## config.mk

```make
export PLATFORM = sky130hd
export DESIGN_NAME = srf_sequencer
export DESIGN_NICKNAME = d
export VERILOG_FILES = /design/src/hw/srf_pkg.sv /design/src/hw/srf_sequencer.sv
export SDC_FILE = /design/constraint.sdc
export NUM_CORES = 1
export LEC_CHECK = 0
export BUFFER_PORTS_ARGS = -buffer_cell sky130_fd_sc_hd__buf_2
export CELL_PAD_IN_SITES_DETAIL_PLACEMENT = 0
export CELL_PAD_IN_SITES_GLOBAL_PLACEMENT = 2
export CORE_UTILIZATION = 40
export DETAILED_ROUTE_END_ITERATION = 8
export HOLD_SLACK_MARGIN = 0.12
export PLACE_DENSITY_LB_ADDON = 0.1
export SKIP_CTS_REPAIR_TIMING = 1
export SLEW_MARGIN = 20
export SYNTH_ARGS = -nofsm -noshare
export SYNTH_HDL_FRONTEND = slang
export SYNTH_SLANG_ARGS = --single-unit
```

## constraint.sdc

```tcl
create_clock -name clk -period 2.3 [get_ports clk]
set_input_delay 0.115 -clock clk [delete_from_list [all_inputs] [get_ports clk]]
set_output_delay 0.115 -clock clk [all_outputs]
set_load 0.005 [all_outputs]
```

## src/hw/srf_pkg.sv

```systemverilog
// Constants shared by the sensor reset and fault sequencer
package srf_pkg;
    // ************************************************************
    // Clock and timing
    // ************************************************************
    localparam int CLK_HZ = 50000000;
    localparam int STARTUP_US = 40;
    localparam int STARTUP_CYC = (CLK_HZ / 1000000) * STARTUP_US;
    localparam int CHECK_HZ = 24;
    // Half period of the excitation, rounded down
    localparam int CHECK_HALF_CYC = CLK_HZ / (2 * CHECK_HZ);
    localparam int CNT_W = 24;
    // Synchroniser reset: no external reset, no self-test request
    localparam logic [3:0] SYNC_IDLE = 4'h2;
    // ************************************************************
    // Sequencer states
    // ************************************************************
    typedef enum logic [3:0] {
        SRF_OFF = 4'h1,
        SRF_START = 4'h2,
        SRF_RUN = 4'h4,
        SRF_HOLD = 4'h8
    } srf_state_type;
    // Output line drive codes: middle, normal signal, check high, check low
    localparam logic [1:0] LINE_MID = 2'h0;
    localparam logic [1:0] LINE_SIG = 2'h1;
    localparam logic [1:0] LINE_HI = 2'h2;
    localparam logic [1:0] LINE_LO = 2'h3;
endpackage : srf_pkg

```

## src/hw/srf_sequencer.sv

```systemverilog
// Startup, reset, self-test and fault sequencer of the accelerometer
`timescale 1ns/1ps
// What this block does
// - Hold supply_ok low below trip level; start sequence once level is reached.
// - Supply drop drives supply_ok low; full new startup after recovery.
// - Fault flag high from power-up until startup completes.
// - External reset is active low; an undriven pin reads as no reset.
// - During external reset both lines forced to mid-rail, fault flag high.
// - Self-test request is active high; undriven pin keeps it off.
// - While self-test is requested, drive a 24 Hz square-wave excitation.
// - Fault flag high while supply low, during reset, during overload.
// - Overload resets readout and restarts startup until overload clears.
// - Operational about 40 microseconds after the startup sequence begins.
module srf_sequencer #(
    parameter int STARTUP_CYCLES = srf_pkg::STARTUP_CYC,
    parameter int CHECK_HALF_CYCLES = srf_pkg::CHECK_HALF_CYC
) (
    // Clock and reset
    input wire logic clk,
    input wire logic rst,
    // Pins and monitors, all asynchronous
    input wire logic supply_good,
    input wire logic ext_reset_n,
    input wire logic check_mode_enable,
    input wire logic overload_detect,
    // Outputs
    output logic supply_ok_signal,
    output logic fault_flag,
    output logic [1:0] plus_signal_line,
    output logic [1:0] minus_signal_line,
    output logic check_excite,
    output logic readout_reset
);
    import srf_pkg::*;

    // ************************************************************
    // Input synchronisers
    // ************************************************************
    logic [3:0] meta_r;
    logic [3:0] sync_r;
    logic sup_s;
    logic rst_n_s;
    logic chk_s;
    logic ovl_s;

    // Undriven pins idle as pulled: reset high, self-test low
    always_ff @(posedge clk or posedge rst) begin
        if (rst) begin
            meta_r <= SYNC_IDLE;
            sync_r <= SYNC_IDLE;
        end else begin
            meta_r <= {overload_detect, check_mode_enable, ext_reset_n, supply_good};
            sync_r <= meta_r;
        end
    end
    assign sup_s = sync_r[0];
    assign rst_n_s = sync_r[1];
    assign chk_s = sync_r[2];
    assign ovl_s = sync_r[3];

    // ************************************************************
    // Startup sequencer
    // ************************************************************
    srf_state_type state_r;
    logic [CNT_W-1:0] start_cnt_r;
    logic start_done;
    assign start_done = (start_cnt_r == CNT_W'(STARTUP_CYCLES - 1));

    // Any invalidating cause drops back; startup restarts from zero each time
    always_ff @(posedge clk or posedge rst) begin
        if (rst) begin
            state_r <= SRF_OFF;
            start_cnt_r <= '0;
        end else begin
            case (state_r)
                SRF_OFF: begin
                    start_cnt_r <= '0;
                    if (sup_s) begin
                        state_r <= SRF_START;
                    end
                end
                SRF_START: begin
                    if (!sup_s) begin
                        state_r <= SRF_OFF;
                    end else if (!rst_n_s || ovl_s) begin
                        state_r <= SRF_HOLD;
                    end else if (start_done) begin
                        state_r <= SRF_RUN;
                    end else begin
                        start_cnt_r <= start_cnt_r + CNT_W'(1);
                    end
                end
                SRF_RUN: begin
                    start_cnt_r <= '0;
                    if (!sup_s) begin
                        state_r <= SRF_OFF;
                    end else if (!rst_n_s || ovl_s) begin
                        state_r <= SRF_HOLD;
                    end
                end
                SRF_HOLD: begin
                    start_cnt_r <= '0;
                    if (!sup_s) begin
                        state_r <= SRF_OFF;
                    end else if (rst_n_s && !ovl_s) begin
                        state_r <= SRF_START;
                    end
                end
                default: begin
                    state_r <= SRF_OFF;
                    start_cnt_r <= '0;
                end
            endcase
        end
    end

    // ************************************************************
    // Self-test excitation
    // ************************************************************
    logic [CNT_W-1:0] half_cnt_r;
    logic phase_r;

    // Free divider only while requested; phase starts high on each request
    always_ff @(posedge clk or posedge rst) begin
        if (rst) begin
            half_cnt_r <= '0;
            phase_r <= 1'b0;
        end else if (!chk_s) begin
            half_cnt_r <= '0;
            phase_r <= 1'b1;
        end else if (half_cnt_r == CNT_W'(CHECK_HALF_CYCLES - 1)) begin
            half_cnt_r <= '0;
            phase_r <= ~phase_r;
        end else begin
            half_cnt_r <= half_cnt_r + CNT_W'(1);
        end
    end

    // ************************************************************
    // Registered outputs
    // ************************************************************
    logic run_nxt;
    assign run_nxt = (state_r == SRF_RUN);

    // Faults cover startup, reset, overload and low supply
    always_ff @(posedge clk or posedge rst) begin
        if (rst) begin
            supply_ok_signal <= 1'b0;
            fault_flag <= 1'b1;
            readout_reset <= 1'b1;
            check_excite <= 1'b0;
            plus_signal_line <= LINE_MID;
            minus_signal_line <= LINE_MID;
        end else begin
            supply_ok_signal <= sup_s;
            fault_flag <= !(run_nxt && sup_s && rst_n_s && !ovl_s);
            readout_reset <= (state_r == SRF_HOLD) || (state_r == SRF_OFF);
            check_excite <= chk_s && phase_r;
            if (!rst_n_s || !run_nxt) begin
                plus_signal_line <= LINE_MID;
                minus_signal_line <= LINE_MID;
            end else if (chk_s) begin
                plus_signal_line <= phase_r ? LINE_HI : LINE_LO;
                minus_signal_line <= phase_r ? LINE_LO : LINE_HI;
            end else begin
                plus_signal_line <= LINE_SIG;
                minus_signal_line <= LINE_SIG;
            end
        end
    end

    // ************************************************************
    // Checks
    // ************************************************************
    chk_reset_mid: assert property (@(posedge clk) disable iff (rst)
        !rst_n_s |=> (plus_signal_line == LINE_MID) && (minus_signal_line == LINE_MID)
            && fault_flag)
        else $error("lines not at mid-rail during reset");
    chk_supply_fault: assert property (@(posedge clk) disable iff (rst)
        !sup_s |=> !supply_ok_signal && fault_flag)
        else $error("supply low without fault");
    chk_overload_fault: assert property (@(posedge clk) disable iff (rst)
        ovl_s |=> fault_flag && (state_r != SRF_RUN))
        else $error("overload did not stop operation");
    // A clean startup may only leave once the full count is reached
    chk_startup_len: assert property (@(posedge clk) disable iff (rst)
        (state_r == SRF_START) && !start_done && sup_s && rst_n_s && !ovl_s
            |=> state_r == SRF_START)
        else $error("startup ended too early");
    chk_fault_clear: assert property (@(posedge clk) disable iff (rst)
        $fell(fault_flag) |-> $past(state_r) == SRF_RUN)
        else $error("fault cleared before startup done");
    chk_run_entry: assert property (@(posedge clk) disable iff (rst)
        (state_r == SRF_START) && start_done && sup_s && rst_n_s && !ovl_s
            |=> state_r == SRF_RUN)
        else $error("startup did not complete");
    chk_check_toggle: assert property (@(posedge clk) disable iff (rst)
        chk_s && $past(chk_s) && (half_cnt_r == CNT_W'(0)) && $past(half_cnt_r) != CNT_W'(0)
            |-> phase_r != $past(phase_r))
        else $error("excitation phase did not toggle");
    chk_check_idle: assert property (@(posedge clk) disable iff (rst)
        !chk_s |=> !check_excite)
        else $error("excitation without request");
    chk_supply_loss: assert property (@(posedge clk) disable iff (rst)
        !sup_s |=> state_r == SRF_OFF)
        else $error("supply loss did not restart");
    // Output state follows the sequencer state one clock later
    chk_start_fault: assert property (@(posedge clk) disable iff (rst)
        state_r != SRF_RUN |=> fault_flag)
        else $error("fault low before startup done");
    chk_hold_readout: assert property (@(posedge clk) disable iff (rst)
        state_r == SRF_HOLD |=> readout_reset)
        else $error("readout not held during overload");
    chk_run_lines: assert property (@(posedge clk) disable iff (rst)
        (state_r == SRF_RUN) && rst_n_s && !chk_s
            |=> (plus_signal_line == LINE_SIG) && (minus_signal_line == LINE_SIG))
        else $error("lines not normal in operation");
    chk_check_lines: assert property (@(posedge clk) disable iff (rst)
        (state_r == SRF_RUN) && rst_n_s && chk_s
            |=> plus_signal_line[1] && minus_signal_line[1]
                && (plus_signal_line != minus_signal_line))
        else $error("excitation missing on lines");
endmodule : srf_sequencer

```

==> results.cfg <==
[hold_path]
worstHoldPathType = flop to flop
hold_depth = 0

[floorplanning]
fp.dieH_um = 90.9
dieArea_sq_um = 8270
die_x_um = 90.9
pin_count = 14
coreArea_sq_um = 7690
row_count = 32
start_util = 0.412

[cts]
cts-root-buf = clkbuf_8
clkTransAtPathRegs_ps = 70
worstSkewPairLatency_ps = 340
htreeDepth = 3
cts.sinks = 68
clock_path_buffers = 2
cts_made_buffers = 9
cts_tree = done

[timing]
hold_viol_final = 0
whs_ps = 348
skew_ps = 8.88
slew_viol_final = 0
setup_tns_ps = 0
finalCritPeriodShare = 0.918
worst_pin_slew_ps = 701
setup_viol = 0
fin_crit_ps = 2110
relSlewSlack = 0.529
max_freq_mhz = 474
rsz0062_at_grt = false

[synthesis]
ys_async_sr_fraction = 1.00
synth_top_area_frac = 0.498
avgSynthCellArea_sq_um = 9.95
synth_ff_type = dfrtp_1
synth_area_leaders = dfrtp_1 50%, nor2_1 6.6%, xor2_1 5.8%
synth_seq_cells = 68
synth_warnings = 0
synth_area_sq_um = 3160
synth_fp_nets = 327
synth_edf_count = 0
ys_types = 41
seq_area_frac_synth = 0.540
yosysTopAreaCell = dfrtp_1
syn_inst = 318

[critical_path]
ff2ff_path_depth = 5
worstPathCellList = and4_4 -> or4b_1 -> or4_4 -> nand2_4 -> nor2_1
critPathCaptureType = flop
cp.arrival_ps = 2330
max_stage_delay_ps = 520
cp.required_ps = 2520
crit_fanout = 24
critPathLaunchType = flop
criticalPathCategory = flop to flop
critPathSlowestCell = or4_4

[cells_and_area]
post-route-util = 0.467
final_cells = 455
mostFrequentLayoutCells = 63 x dfrtp_1, 56 x nor2_1, 24 x nand3_1, 22 x nand2_1, 21 x xor2_1
drive_gt1_frac = 0.142
final_common_cell = dfrtp_1
syn_to_final_growth_pct = 13.5
diodes = 0
fin_nets = 357

[routing]
totalWireLength_um = 6310
firstDrtPassIters = 4
wl_per_cell_um = 13.9
drtAntennaViolNets = 0
vias = 2266
drt-initial-drc-count = 67
post-route-drc-count = 0
vias_per_cell = 4.98

[global_route]
grt.overflow.total = 0
use_met1 = 0.227
met2_usage = 0.272
grt_max_degree = 37
grt_pass1_wl_um = 11100
grt_pass1_vias = 2312
antenna_found_initial = 0
grt_busiest_layer = met2
grtUsageTotal = 0.173
grt_use_met3 = 0.0377

[power_and_ir_drop]
p_per_area_nw_per_um2 = 673
ir_worst_vdd_uv = 269
total_leakage_power_nw = 1.49

[flow_run]
drv_cap = 0

[place]
dp_cells = 434
io_buffers = 13
gp_congestion = 0.739
hpwl_um = 4110

[outcome]
status = completed
-- area by class of cell --
type	instances	area (sq um)
clock buffer	12	145
clock inverter	4	25.0
fill	803	4100
inverter	11	41.3
multi-input combinational	230	1360
sequential	68	1710
tap	102	128
timing repair buffer	28	190
-- final timing paths --
| kind | from | to | slack, ps |
|---|---|---|---|
| max | half_cnt_r[16]$_DFF_PP0_ | half_cnt_r[13]$_DFF_PP0_ | 190 |
| min | meta_r[3]$_DFF_PP0_ | sync_r[3]$_DFF_PP0_ | 350 |
| max reg2reg | half_cnt_r[16]$_DFF_PP0_ | half_cnt_r[13]$_DFF_PP0_ | 190 |
| min reg2reg | meta_r[3]$_DFF_PP0_ | sync_r[3]$_DFF_PP0_ | 350 |
| max in group asynchronous | rst | meta_r[1]$_DFF_PP1_ | 1530 |
| min in group asynchronous | rst | sync_r[0]$_DFF_PP0_ | 410 |
-- flip-flops by register name, indices dropped and copies added, names as in the netlist --
signal	cells
half_cnt_r	24
start_cnt_r	24
meta_r	4
state_r	4
sync_r	4
minus_signal_line	2
check_excite	1
fault_flag	1
phase_r	1
plus_signal_line	1
readout_reset	1
supply_ok_signal	1
-- layer usage --
layer / vias up / part of all wire
li1: 1142 / -
met1: 1085 / 0.49
met2: 28 / 0.46
met3: 11 / 0.025
met4: 0 / 0.023
met5: - / 0
-- critical path: cells and delay by family (launching register included) --
kind	cells	cell delay [ps]
flops	1	420
simple gates	5	1570
-- kinds of logic (layout without fill, tap and decap cells) --
kind of cell    count (synthesis)  count (layout)  share of synthesized area
compound gates                 21              21                     0.0403
simple gates                  165             165                      0.263
buf+inv                        20              55                     0.0320
flops                          68              68                      0.540
xor+xnor                       41              41                      0.113
fa+ha+maj                       3               3                     0.0119
-- power breakdown --
group	internal [mW]	switching, mW	leakage, nW	total, mW
clock	0.418	0.460	0.0824	0.878
sequential	1.25	0.0357	0.905	1.28
combinational	0.0972	0.159	0.499	0.256
-- metrics by stage --
step | total power [mW] | setup WS, ps | cell area [sq um]
after floorplan | 1.49 | 346 | 3160
after global routing | 2.54 | 90.2 | 3590
after detailed placement | 1.56 | 201 | 3370
final | 2.42 | 189 | 3590
after CTS | 2.44 | 180 | 3540
after global placement | 1.56 | 247 | 3370
-- synthesized netlist by cell type, drive strengths merged (3+ instances only) --
cell type,count
nor3,11
a21oi,7
buf,4
and3,5
nand2,23
o211ai,3
inv,11
o21ai,7
nor4,8
dfrtp,63
ha,3
or3,3
nor2,56
nand4,13
nand3,24
and4,4
nand2b,4
xnor2,20
dfstp,5
or4,3
clkbuf,5
nor2b,3
xor2,21
No activity file was read; power rests on OpenSTA's default activity.
